--- src/logic/crp_pkg.sv ---
package crp_pkg;

    // ============================================================
    // Clock division
    localparam int OSC_DIV_SYS     = 32;
    localparam int OSC_DIV_BIT     = 64;
    localparam int MID_EDGE_MIN    = (OSC_DIV_BIT * 3) / 4;

    // ============================================================
    // Frame layout
    localparam int GUARD_BITS      = 16;
    localparam int PIXEL_BITS      = 12;
    localparam int TRAIL_BITS      = 16;
    localparam int LEVEL_W         = 4;
    localparam int PWM_SLOTS       = 16;
    localparam int IDLE_SYS_TICKS  = 8;
    localparam int QUEUE_DEPTH     = 16;
    localparam int TX_PREFILL      = 8;

    // ============================================================
    // Register port map
    localparam logic [1:0]  REG_LEVELS     = 2'h0;
    localparam logic [1:0]  REG_STATUS     = 2'h1;
    localparam logic [1:0]  REG_CONTROL    = 2'h2;
    localparam int          CTRL_OUT_EN    = 0;
    localparam int          CTRL_FWD_EN    = 1;
    localparam logic [1:0]  CTRL_RESET     = 2'h3;
    localparam logic [15:0] RDATA_RESET    = 16'h0000;

endpackage

--- src/logic/crp_pwm_if.sv ---
// ============================================================
// Slot clock and colour levels handed to the PWM generator.
interface crp_pwm_if;
    logic       slot_tick;
    logic [3:0] level_red;
    logic [3:0] level_green;
    logic [3:0] level_blue;
    logic [2:0] drive;

    modport ctrl (output slot_tick, output level_red, output level_green, output level_blue, input drive);
    modport gen  (input slot_tick, input level_red, input level_green, input level_blue, output drive);
endinterface

--- src/logic/crp_pwm.sv ---
// ============================================================
// Three-channel 16-slot PWM generator.
module crp_pwm (
    input  wire logic clk_sys,
    input  wire logic reset,
    crp_pwm_if.gen    pwm
);
    logic [3:0] slot_reg;
    logic [2:0] drive_reg;
    logic [2:0] drive_next;

    function automatic logic slot_on(input logic [3:0] level, input logic [3:0] slot);
        // Full scale is held on for every slot, so 15 does not leave one dark slot.
        slot_on = (level == 4'hF) || (slot < level);
    endfunction

    // Channel decisions for the slot now running.
    assign drive_next = {slot_on(pwm.level_blue, slot_reg),
                         slot_on(pwm.level_green, slot_reg),
                         slot_on(pwm.level_red, slot_reg)};
    assign pwm.drive = drive_reg;

    // One slot per PWM clock, wrapping after 16 slots.
    always_ff @(posedge clk_sys or posedge reset) begin
        if (reset) begin
            slot_reg  <= 4'h0;
            drive_reg <= 3'h0;
        end else if (pwm.slot_tick) begin
            slot_reg  <= slot_reg + 4'h1;
            drive_reg <= drive_next;
        end
    end
endmodule

--- src/logic/crp_top.sv ---
// ============================================================
// Cascaded pixel receiver, forwarder and LED driver.
//
// Decided for this implementation: the plain strobed port and the register addresses.
module crp_top (
    input  wire logic        clk_sys,
    input  wire logic        reset,
    input  wire logic        xtal_in,
    output logic             xtal_out,
    input  wire logic        serial_in,
    input  wire logic        bit_clock_in,
    input  wire logic        chain_sys_clock_in,
    input  wire logic        rx_port_mode_sel,
    input  wire logic        tx_port_mode_sel,
    output logic             serial_out,
    output logic             bit_clock_out,
    output logic             chain_sys_clock_out,
    output logic             led_red,
    output logic             led_green,
    output logic             led_blue,
    input  wire logic [1:0]  reg_addr,
    input  wire logic [15:0] reg_wdata,
    input  wire logic        reg_wr,
    input  wire logic        reg_rd,
    output logic [15:0]      reg_rdata
);
    crp_pwm_if pwm_bus ();

    // ============================================================
    // Clock sources
    logic        xtal_q_reg;
    logic        xtal_out_reg;
    logic [5:0]  osc_cnt_reg;
    logic        up_sys_q_reg;
    logic        osc_tick;
    logic        osc_sys_tick;
    logic        up_sys_tick;
    logic        sys_tick;
    logic        sys_level;

    // Oscillator edges are counted on the fast clock; each rising edge is one oscillator period.
    assign osc_tick     = xtal_in & ~xtal_q_reg;
    assign osc_sys_tick = osc_tick && (osc_cnt_reg[4:0] == 5'(crp_pkg::OSC_DIV_SYS - 1));
    assign up_sys_tick  = chain_sys_clock_in & ~up_sys_q_reg;
    // The system clock follows the upstream chip in clock-latched input mode.
    assign sys_tick     = rx_port_mode_sel ? up_sys_tick : osc_sys_tick;
    assign sys_level    = rx_port_mode_sel ? chain_sys_clock_in : osc_cnt_reg[4];

    // The upstream clock sampler resets high so a clock resting high shows no false rise; the crystal sampler resets low and its inverter is registered.
    always_ff @(posedge clk_sys or posedge reset) begin
        if (reset) begin
            xtal_q_reg   <= 1'b0;
            xtal_out_reg <= 1'b0;
            up_sys_q_reg <= 1'b1;
        end else begin
            xtal_q_reg   <= xtal_in;
            xtal_out_reg <= ~xtal_in;
            up_sys_q_reg <= chain_sys_clock_in;
        end
    end

    // Six-bit divider: bit 4 is the system clock, the full wrap is the bit clock.
    always_ff @(posedge clk_sys or posedge reset) begin
        if (reset) begin
            osc_cnt_reg <= 6'h00;
        end else if (osc_tick) begin
            osc_cnt_reg <= osc_cnt_reg + 6'h01;
        end
    end

    // ============================================================
    // Receive front end
    logic        din_q_reg;
    logic        bclk_q_reg;
    logic [6:0]  man_cnt_reg;
    logic        in_frame_reg;
    logic        line_edge;
    logic        man_valid;
    logic        latch_valid;
    logic        rx_valid;
    logic        rx_bit;

    // Plain data is sampled on each rising edge of the incoming bit clock; the line-code decoder
    // is idle then, and the bit clock is ignored while the input strap is low.
    assign latch_valid = rx_port_mode_sel & bit_clock_in & ~bclk_q_reg;
    assign line_edge   = serial_in ^ din_q_reg;
    // A transition counts as mid-bit only after three quarters of a bit time, which skips the
    // boundary transitions between equal bits. After idle the first transition is a mid-bit one.
    assign man_valid   = ~rx_port_mode_sel & line_edge &
                         (~in_frame_reg | (man_cnt_reg >= 7'(crp_pkg::MID_EDGE_MIN)));
    assign rx_valid    = latch_valid | man_valid;
    // High-then-low is a one, so the bit is the level held before the mid-bit transition.
    assign rx_bit      = rx_port_mode_sel ? serial_in : din_q_reg;

    always_ff @(posedge clk_sys or posedge reset) begin
        if (reset) begin
            din_q_reg  <= 1'b0;
            bclk_q_reg <= 1'b1;
        end else begin
            din_q_reg  <= serial_in;
            bclk_q_reg <= bit_clock_in;
        end
    end

    // Oscillator periods since the last decoded mid-bit transition, saturating.
    always_ff @(posedge clk_sys or posedge reset) begin
        if (reset) begin
            man_cnt_reg <= 7'h00;
        end else if (man_valid) begin
            man_cnt_reg <= 7'h00;
        end else if (osc_tick && man_cnt_reg != 7'h7F) begin
            man_cnt_reg <= man_cnt_reg + 7'h01;
        end
    end

    // ============================================================
    // Frame tracking
    logic [15:0] bit_cnt_reg;
    logic [3:0]  idle_cnt_reg;
    logic [11:0] pix_sr_reg;
    logic        pix_got_reg;
    logic [11:0] pix_reg;
    logic [7:0]  frame_cnt_reg;
    logic        in_guard;
    logic        in_first_pix;
    logic        frame_end;
    logic        frame_ok;

    assign in_guard     = bit_cnt_reg < 16'(crp_pkg::GUARD_BITS);
    assign in_first_pix = !in_guard &&
                          bit_cnt_reg < 16'(crp_pkg::GUARD_BITS + crp_pkg::PIXEL_BITS);
    // The frame closes once the line has been quiet for a few system clocks.
    assign frame_end    = in_frame_reg && sys_tick && !rx_valid &&
                          idle_cnt_reg == 4'(crp_pkg::IDLE_SYS_TICKS - 1);
    // A frame too short to hold guard, one pixel and trailer leaves the levels alone.
    assign frame_ok     = pix_got_reg && bit_cnt_reg >=
                          16'(crp_pkg::GUARD_BITS + crp_pkg::PIXEL_BITS + crp_pkg::TRAIL_BITS);

    // Bit position within the frame and the quiet-line timer.
    always_ff @(posedge clk_sys or posedge reset) begin
        if (reset) begin
            in_frame_reg <= 1'b0;
            bit_cnt_reg  <= 16'h0000;
            idle_cnt_reg <= 4'h0;
        end else if (rx_valid) begin
            in_frame_reg <= 1'b1;
            idle_cnt_reg <= 4'h0;
            if (bit_cnt_reg != 16'hFFFF) begin
                bit_cnt_reg <= bit_cnt_reg + 16'h0001;
            end
        end else if (frame_end) begin
            in_frame_reg <= 1'b0;
            bit_cnt_reg  <= 16'h0000;
            idle_cnt_reg <= 4'h0;
        end else if (in_frame_reg && sys_tick) begin
            idle_cnt_reg <= idle_cnt_reg + 4'h1;
        end
    end

    // First pixel capture, MSB first, red nibble arriving first.
    always_ff @(posedge clk_sys or posedge reset) begin
        if (reset) begin
            pix_sr_reg  <= 12'h000;
            pix_got_reg <= 1'b0;
        end else if (rx_valid && in_first_pix) begin
            pix_sr_reg  <= {pix_sr_reg[10:0], rx_bit};
            pix_got_reg <= bit_cnt_reg == 16'(crp_pkg::GUARD_BITS + crp_pkg::PIXEL_BITS - 1);
        end else if (frame_end) begin
            pix_got_reg <= 1'b0;
        end
    end

    // Levels change only at frame end, so a frame cut short never shows a half-loaded pixel.
    always_ff @(posedge clk_sys or posedge reset) begin
        if (reset) begin
            pix_reg       <= 12'h000;
            frame_cnt_reg <= 8'h00;
        end else if (frame_end && frame_ok) begin
            pix_reg       <= pix_sr_reg;
            frame_cnt_reg <= frame_cnt_reg + 8'h01;
        end
    end

    // ============================================================
    // Forwarding queue
    logic [1:0]  ctrl_reg;
    logic [15:0] q_reg;
    logic [4:0]  q_cnt_reg;
    logic [15:0] q_next;
    logic [4:0]  q_cnt_next;
    logic        push;
    logic        pop;
    logic        push_bit;
    logic        q_empty;
    logic        q_full;

    assign q_empty  = q_cnt_reg == 5'h00;
    assign q_full   = q_cnt_reg == 5'(crp_pkg::QUEUE_DEPTH);
    // Guard bits are regenerated as zeros so a line-coded receiver downstream can lock on them.
    assign push_bit = in_guard ? 1'b0 : rx_bit;
    // The own pixel is dropped; everything else is passed on when forwarding is enabled and the queue is not full.
    assign push     = rx_valid & ~in_first_pix & ctrl_reg[crp_pkg::CTRL_FWD_EN] & ~q_full;

    // Head of queue is bit 0; a pop shifts the queue down before the new bit lands.
    always_comb begin
        q_next     = pop ? {1'b0, q_reg[15:1]} : q_reg;
        q_cnt_next = q_cnt_reg - {4'h0, pop};
        if (push) begin
            q_next[q_cnt_next[3:0]] = push_bit;
            q_cnt_next              = q_cnt_next + 5'h01;
        end
    end

    always_ff @(posedge clk_sys or posedge reset) begin
        if (reset) begin
            q_reg     <= 16'h0000;
            q_cnt_reg <= 5'h00;
        end else begin
            q_reg     <= q_next;
            q_cnt_reg <= q_cnt_next;
        end
    end

    // ============================================================
    // Transmitter
    logic        tx_active_reg;
    logic        tx_half_reg;
    logic        tx_bit_reg;
    logic        tx_load;
    logic        tx_start_ok;
    logic        tx_line;
    logic        serial_out_reg;
    logic        bit_clock_out_reg;
    logic        sys_clock_out_reg;

    // A new frame waits for a few bits so a slower upstream rate does not starve it mid-frame.
    assign tx_start_ok = tx_active_reg | ~in_frame_reg | (q_cnt_reg >= 5'(crp_pkg::TX_PREFILL));
    // Each bit lasts two system clocks, giving oscillator over 64 in line-coded input mode, where the oscillator drives the system clock.
    assign tx_load     = sys_tick & (~tx_active_reg | tx_half_reg);
    assign pop         = tx_load & ~q_empty & tx_start_ok;
    // Plain data holds for the whole bit; the line code inverts in the second half.
    assign tx_line     = tx_active_reg &
                         (tx_port_mode_sel ? tx_bit_reg : (tx_bit_reg ^ tx_half_reg));

    always_ff @(posedge clk_sys or posedge reset) begin
        if (reset) begin
            tx_active_reg <= 1'b0;
            tx_half_reg   <= 1'b0;
            tx_bit_reg    <= 1'b0;
        end else if (pop) begin
            tx_active_reg <= 1'b1;
            tx_half_reg   <= 1'b0;
            tx_bit_reg    <= q_reg[0];
        end else if (tx_load) begin
            tx_active_reg <= 1'b0;
            tx_half_reg   <= 1'b0;
        end else if (sys_tick) begin
            tx_half_reg   <= 1'b1;
        end
    end

    // Line pins; the clocks stay low while the output strap selects the line code.
    always_ff @(posedge clk_sys or posedge reset) begin
        if (reset) begin
            serial_out_reg    <= 1'b0;
            bit_clock_out_reg <= 1'b0;
            sys_clock_out_reg <= 1'b0;
        end else begin
            serial_out_reg    <= tx_line;
            bit_clock_out_reg <= tx_port_mode_sel & tx_active_reg & tx_half_reg;
            sys_clock_out_reg <= tx_port_mode_sel & sys_level;
        end
    end

    // ============================================================
    // PWM hookup
    logic        out_en;

    // Blanking forces level zero rather than gating pins, so the generator stays glitch free.
    assign out_en               = ctrl_reg[crp_pkg::CTRL_OUT_EN];
    assign pwm_bus.slot_tick    = sys_tick;
    assign pwm_bus.level_red    = out_en ? pix_reg[11:8] : 4'h0;
    assign pwm_bus.level_green  = out_en ? pix_reg[7:4] : 4'h0;
    assign pwm_bus.level_blue   = out_en ? pix_reg[3:0] : 4'h0;

    crp_pwm u_pwm (
        .clk_sys (clk_sys),
        .reset   (reset),
        .pwm     (pwm_bus.gen)
    );

    // ============================================================
    // Register port
    logic [15:0] rdata_reg;
    logic [15:0] rdata_sel;
    logic [15:0] status_word;

    assign status_word = {frame_cnt_reg, q_full, 2'h0, in_frame_reg, tx_active_reg,
                          pix_got_reg, tx_port_mode_sel, rx_port_mode_sel};
    assign rdata_sel   = (reg_addr == crp_pkg::REG_LEVELS)  ? {4'h0, pix_reg} :
                         (reg_addr == crp_pkg::REG_STATUS)  ? status_word :
                         (reg_addr == crp_pkg::REG_CONTROL) ? {14'h0000, ctrl_reg} :
                         16'h0000;

    // Read data stands only in the cycle after the strobe and is zero otherwise.
    always_ff @(posedge clk_sys or posedge reset) begin
        if (reset) begin
            rdata_reg <= crp_pkg::RDATA_RESET;
            ctrl_reg  <= crp_pkg::CTRL_RESET;
        end else begin
            rdata_reg <= reg_rd ? rdata_sel : 16'h0000;
            if (reg_wr && reg_addr == crp_pkg::REG_CONTROL) begin
                ctrl_reg <= reg_wdata[1:0];
            end
        end
    end

    assign xtal_out            = xtal_out_reg;
    assign serial_out          = serial_out_reg;
    assign bit_clock_out       = bit_clock_out_reg;
    assign chain_sys_clock_out = sys_clock_out_reg;
    assign led_red             = pwm_bus.drive[0];
    assign led_green           = pwm_bus.drive[1];
    assign led_blue            = pwm_bus.drive[2];
    assign reg_rdata           = rdata_reg;
endmodule

--- config.mk ---
export PLATFORM = sky130hd
export DESIGN_NAME = crp_top
export DESIGN_NICKNAME = d
export VERILOG_FILES = /design/src/logic/crp_pkg.sv /design/src/logic/crp_pwm_if.sv /design/src/logic/crp_pwm.sv /design/src/logic/crp_top.sv
export SDC_FILE = /design/constraint.sdc
export NUM_CORES = 1
export LEC_CHECK = 0
export BUFFER_PORTS_ARGS = -buffer_cell sky130_fd_sc_hd__clkbuf_2
export CAP_MARGIN = 20
export CORE_MARGIN = 4
export CORE_UTILIZATION = 49
export DETAILED_ROUTE_END_ITERATION = 8
export GPL_TIMING_DRIVEN = 0
export PLACE_DENSITY = 0.71
export SLEW_MARGIN = 20
export SYNTH_ARGS = -nofsm -noshare
export SYNTH_HDL_FRONTEND = slang
export SYNTH_SLANG_ARGS = --single-unit
--- constraint.sdc ---
create_clock -name clk_sys -period 8.2 [get_ports clk_sys]
set_input_delay 0.41 -clock clk_sys [delete_from_list [all_inputs] [get_ports clk_sys]]
set_output_delay 0.41 -clock clk_sys [all_outputs]
set_load 0.02 [all_outputs]
### Word-level counts from Yosys, hierarchy flattened

Cells that the tools add are included.

* word-level logic and storage cells: 148
* bits in registers: 124
* output and inout port bits: 23
* input port bits: 28

* reduce and logical (&&, ||, !) cells: 25
* bitwise operators: 33
* add/subtract/negate cells: 8
* $lt $le $gt $ge: 10
* equal/unequal tests: 12
* mux-type cells: 34

Operators with widths (count)
* $mux 16: 8
* $lt 16x5->1 const B: 2
* $mux 4: 6
* $add 16x1->16 const B: 1
* $and 1x1->1: 16
* $bwmux 16: 1
* $eq 16x5->1 const B: 1
* $ge 16x6->1 const B: 1
* $ne 16x16->1 const B: 1
* $mux 1: 14
* $mux 7: 2
* $eq 4x4->1 const B: 3
* $lt 4x4->1: 3
* $logic_and 1x1->1: 11
* $eq 5x5->1 const B: 2
* $not 1->1: 10
* $add 4x1->4 const B: 2
* $add 8x1->8 const B: 1
* $reduce_bool 2->1: 4
* $add 7x1->7 const B: 1
* $ge 7x6->1 const B: 1
* $ne 7x7->1 const B: 1
* $add 6x1->6 const B: 1
* $reduce_bool 3->1: 2
* 19 further kinds: 27

### Longest topological paths before layout

* depth in word-level cells: 14
* gate-level depth with buffers: 16
* mapped depth without buffers: 14

### Modules after synthesis

Synthesis repeated with hierarchy kept, for this count alone.

* cell total of the unflattened synthesis: 560
* area total of the unflattened synthesis: 6272.3 um^2

Modules (own cells, without submodules)
* crp_top: times used 1, sequential area each 2907.8 um^2, cells each 508, area each 5745.5 um^2
* crp_pwm: times used 1, sequential area each 175.2 um^2, cells each 52, area each 526.8 um^2

### Worst setup path after synthesis

No wires, ideal clock.

* path kind: reg2reg
* start point: register osc_cnt_reg[0]
* end point: register q_reg[12]
* period minus slack after synthesis: 3.320 ns
* library setup time: 0.079 ns
* slack: 4.880 ns
* path buffers: 2
* required time: 8.121 ns
* cell stages (with the launch flop): 16
* data arrival time: 3.241 ns
* cell sequence: dfrtp_1 ha_1 and3_1 ha_1 nand4bb_1 nand2_1 o311ai_0 buf_2 buf_2 inv_1 ha_1 ha_1 xor2_1 nand3_1 nor3_1 mux2i_1

* cells in the longest elaborated chain, start to end: 13
* elaborated cells on any way between the ends: 15
* classes of those cells: add/sub: 1; order compare: 2; eq/ne: 1; mux: 6; bitwise: 3; reduce/logical: 2

RTL lines
* start: declaration: RTL line crp_top.sv:33 `logic [5:0] osc_cnt_reg;`
* start signal: assignment: RTL line crp_top.sv:67 `osc_cnt_reg <= osc_cnt_reg + 6'h01;`
* $eq 5x5->1 *: RTL line crp_top.sv:43 `assign osc_sys_tick = osc_tick && (osc_cnt_reg[4:0] == 5'(crp_pkg::OSC_DIV_SYS - 1));`
* $logic_and 1x1->1 *: RTL line crp_top.sv:43
* $mux 1 *: RTL line crp_top.sv:46 `assign sys_tick = rx_port_mode_sel ? up_sys_tick : osc_sys_tick;`
* $and 1x1->1 *: RTL line crp_top.sv:239 `assign tx_load = sys_tick & (~tx_active_reg | tx_half_reg);`
* $and 1x1->1 * (2 in a row): RTL line crp_top.sv:240 `assign pop = tx_load & ~q_empty & tx_start_ok;`
* named net pop: RTL line crp_top.sv:192 `logic pop;`
* $sub 5x1->5: RTL line crp_top.sv:207 `q_cnt_next = q_cnt_reg - {4'h0, pop};`
* $lt 4x5->1 (implied by the code) / $ge 4x1->1 (equally long branches): RTL line crp_top.sv:209 `q_next[q_cnt_next[3:0]] = push_bit;`
* $logic_and 1x1->1 (implied by the code): RTL line crp_top.sv:209
* $mux 1 (implied by the code): RTL line crp_top.sv:209
* $demux 1 s4: RTL line crp_top.sv:209
* $bwmux 16: RTL line crp_top.sv:209
* $mux 16 *: RTL line crp_top.sv:208 `if (push) begin`
* named net q_next[12]: RTL line crp_top.sv:189 `logic [15:0] q_next;`
* end signal: assignment: RTL line crp_top.sv:219 `q_reg <= q_next;`
* end: declaration: RTL line crp_top.sv:187 `logic [15:0] q_reg;`

The timed path passes the listed nets; every way through them passes the cells marked *.
A chain may end at the register's enable or synchronous reset.

### Worst setup path after layout

* start point: register osc_cnt_reg[0]
* end point: register q_reg[5]

Same word-level chain as after synthesis.

==> flow_summary.yaml <==
clocking:
  cts_setup_buffers: 0
  cts-resized-gates: 0
  path_clk_slew_ps: 50
  cts_tree: "done"
  cts_made_buffers: 17
  clkLatencyLatePin_ps: 420
  holdBufCountCts: 0
  cts_sinks: 123
  clockRootBuffer: "clkbuf_16"
  cts_buffer_depth: 2
  htree_levels: 4
route:
  avgRoutedWirePerCell_um: 15.9
  dr_total_vias: 4341
  wl_met2_mm: 6.23
  met3_length_um: 513
  post-route-drc-count: 0
  wirelength_mm: 12.6
  topRoutingLayerUsed: "met4"
  drt-initial-drc-count: 329
  dr.pass1.iters: 4
  met1_length_mm: 5.56
  postRouteAntennaNets: 0
  vias_per_cell: 5.49
critical_path:
  cpPeakStageDelay_ps: 630
  critPathLaunchType: "flip-flop"
  cp_common_cell: "ha_1"
  slowest_stage: "xor2_1"
  critPathCaptureType: "flip-flop"
  crit_arrival_ps: 4400
  worstPathRequired_ps: 8530
  worstPathCellList: "ha_1, and3_1, ha_1, nand4bb_1, nand2_1, o311ai_0, buf_2, buf_2, inv_1, ha_1, ha_1, xor2_1, nand3_1, nor3_1, mux2i_1"
  critPathKind: "flip-flop to flip-flop"
  cp_max_fo: 10
final_layout:
  nFillCells: 1018
  drive_gt1_share_pct: 19.6
  final_cell_mix: "dfrtp_1 (119), mux2i_1 (46), nor2_1 (37)"
  num_antenna_cells: 0
  final_common_cell: "dfrtp_1"
  nNetsFinal: 662
  syn2layout_area_growth_pct: 16.5
sta:
  final-max-slew-violation-count: 0
  setup_viol: 0
  maxSlewHeadroom_pct: 48.5
  finClkSkew_ps: 8.71
  tns_ps: 0
  rsz0062_at_grt: "false"
  worst_slew_pin_slew_ps: 770
  hold_violations: 0
  whs_ps: 38.1
  fin_crit_sh_pct: 49.6
  fmax_ghz: 0.246
  period_minus_slack_ps: 4070
synthesis:
  synth.top_cell.area_share_pct: 48.8
  synth_compound_area_share_pct: 7.20
  synth_area_um2: 6100
  muxShareOfSynthArea_pct: 13.5
  synth.area.top_cells: "dfrtp_1 (49%), mux2i_1 (7.6%), mux2_2 (5.7%), ha_1 (4.9%), nand3_1 (2.5%)"
  async_flop_share_pct: 100
  yosysSeqAreaShare_pct: 50.6
  synthFlopType: "dfrtp_1"
  syn_inst: 557
  synth_edf_count: 0
  synth_area_per_cell_um2: 10.9
  synth_adder_area_share_pct: 4.92
  yosys.area.top_type: "dfrtp_1"
  synth_top_family_by_area: "simple AND/OR/NAND/NOR gates"
  synthXorXnorAreaFrac_pct: 4.31
  synthSimpleGateAreaFrac_pct: 16.3
  synth_nets: 609
  yosysWarnings: 0
  ys_ff_latch: 123
  synthDistinctLibCells: 56
placement:
  gp_congestion: 0.866
  numPortBuffers: 33
  dp_hpwl_mm: 8.79
die:
  dieArea_um2: 14300
  die_h_um: 120
  start_util_pct: 50.4
  fp.dieW_um: 120
  io_pins: 51
  core_area_um2: 12100
  num_rows: 40
global_routing:
  grt_pass1_vias: 4372
  gr-total-overflow: 0
  grt_pass1_wl_mm: 21.3
  antenna_found_initial: 0
  grt_max_degree: 72
  track_usage_pct: 18.7
power:
  p_leak_nw: 3.35
  peakVddDrop_v: 0.000129
  powerDensity_nw_per_um2: 273
worst_hold_path:
  min_path_type: "input port to asynchronous set/reset pin"
flow_run:
  drv_cap: 0
outcome:
  status: "complete, no violations"
-- metal layers --
metal | global-route usage, % | vias up
met3 | 4.48 | 21
met4 | 8.52 | 0
li1 | - | 2088
met1 | 23.5 | 2136
met5 | 0 | -
met2 | 30.6 | 96
-- critical path: cells and delay by family (launching register included) --
kind,cells,cell delay [ps]
multiplexers,1,240
flip-flops,1,400
AO/OA/AOI/OAI,1,140
XOR/XNOR,1,630
adder cells (fa/ha/maj),4,820
buffers and inverters,3,800
AND/OR/NAND/NOR,5,930
-- Yosys cell counts, drive strengths merged, types with 2 or more instances --
| cell type | instances |
|---|---|
| o31ai | 6 |
| nor2b | 4 |
| mux2 | 32 |
| a21oi | 21 |
| dfrtp | 119 |
| nand3b | 3 |
| a31oi | 2 |
| or3 | 10 |
| nand2 | 36 |
| or4 | 3 |
| nor2 | 39 |
| clkbuf | 13 |
| nor4 | 7 |
| o22ai | 6 |
| xor2 | 15 |
| buf | 13 |
| xnor2 | 15 |
| dfstp | 4 |
| nand4 | 12 |
| o21ai | 15 |
| inv | 20 |
| and2 | 5 |
| o211ai | 4 |
| ha | 24 |
| nor3 | 20 |
| a21boi | 3 |
| nand2b | 3 |
| or2 | 2 |
| nor3b | 3 |
| and3 | 7 |
| mux2i | 46 |
| nand3 | 30 |
-- report_power, final --
group / switching, mW / internal [mW]
clock network: 0.257 / 0.500
logic: 0.243 / 0.165
registers: 0.0809 / 0.693
total: 0.581 / 1.36
-- final timing paths --
kind                                  startpoint               end  slack, ps  depth (start not counted)
worst min register to register  frame_cnt_reg[7]  frame_cnt_reg[7]        460                          1
max in group asynchronous                  reset       ctrl_reg[1]       7440                          3
worst max register to register    osc_cnt_reg[0]          q_reg[5]       4130                         15
min in group clk_sys                bit_clock_in        bclk_q_reg         90                          1
worst max-delay path              osc_cnt_reg[0]          q_reg[5]       4130                         15
worst min-delay path                       reset        pix_reg[6]         40                          2
-- stage by stage --
step	area, µm²	util, %	power (mW)	cells	setup WS, ps
6_report	7100	58.7	1.94	791	4130
5_1_grt	7100	58.7	2.04	791	3780
4_1_cts	7100	58.7	1.95	791	4070
3_5_place_dp	6510	53.7	1.19	759	4150
3_3_place_gp	6470	53.5	1.16	758	3320
2_1_floorplan	6100	-	1.07	557	4530
-- area by class of cell --
class | instances | area (µm²) | area share, %
Clock buffer | 25 | 485 | 6.83
Clock inverter | 7 | 113 | 1.59
Tap cell | 168 | 210 | 2.96
Sequential cell | 123 | 3080 | 43.4
Buffer | 26 | 123 | 1.73
Timing Repair Buffer | 34 | 193 | 2.71
Multi-Input combinational cell | 388 | 2820 | 39.7
Inverter | 20 | 80.1 | 1.13
-- cell families (layout without fill, tap and decap cells) --
logic type               count (synthesis)  after routing
AND/OR/NAND/NOR                        191            191
flip-flops                             123            123
multiplexers                            78             78
AO/OA/AOI/OAI                           65             65
buffers and inverters                   46            112
XOR/XNOR                                30             30
adder cells (fa/ha/maj)                 24             24
Note: power is estimated with default switching activity, not from simulation.
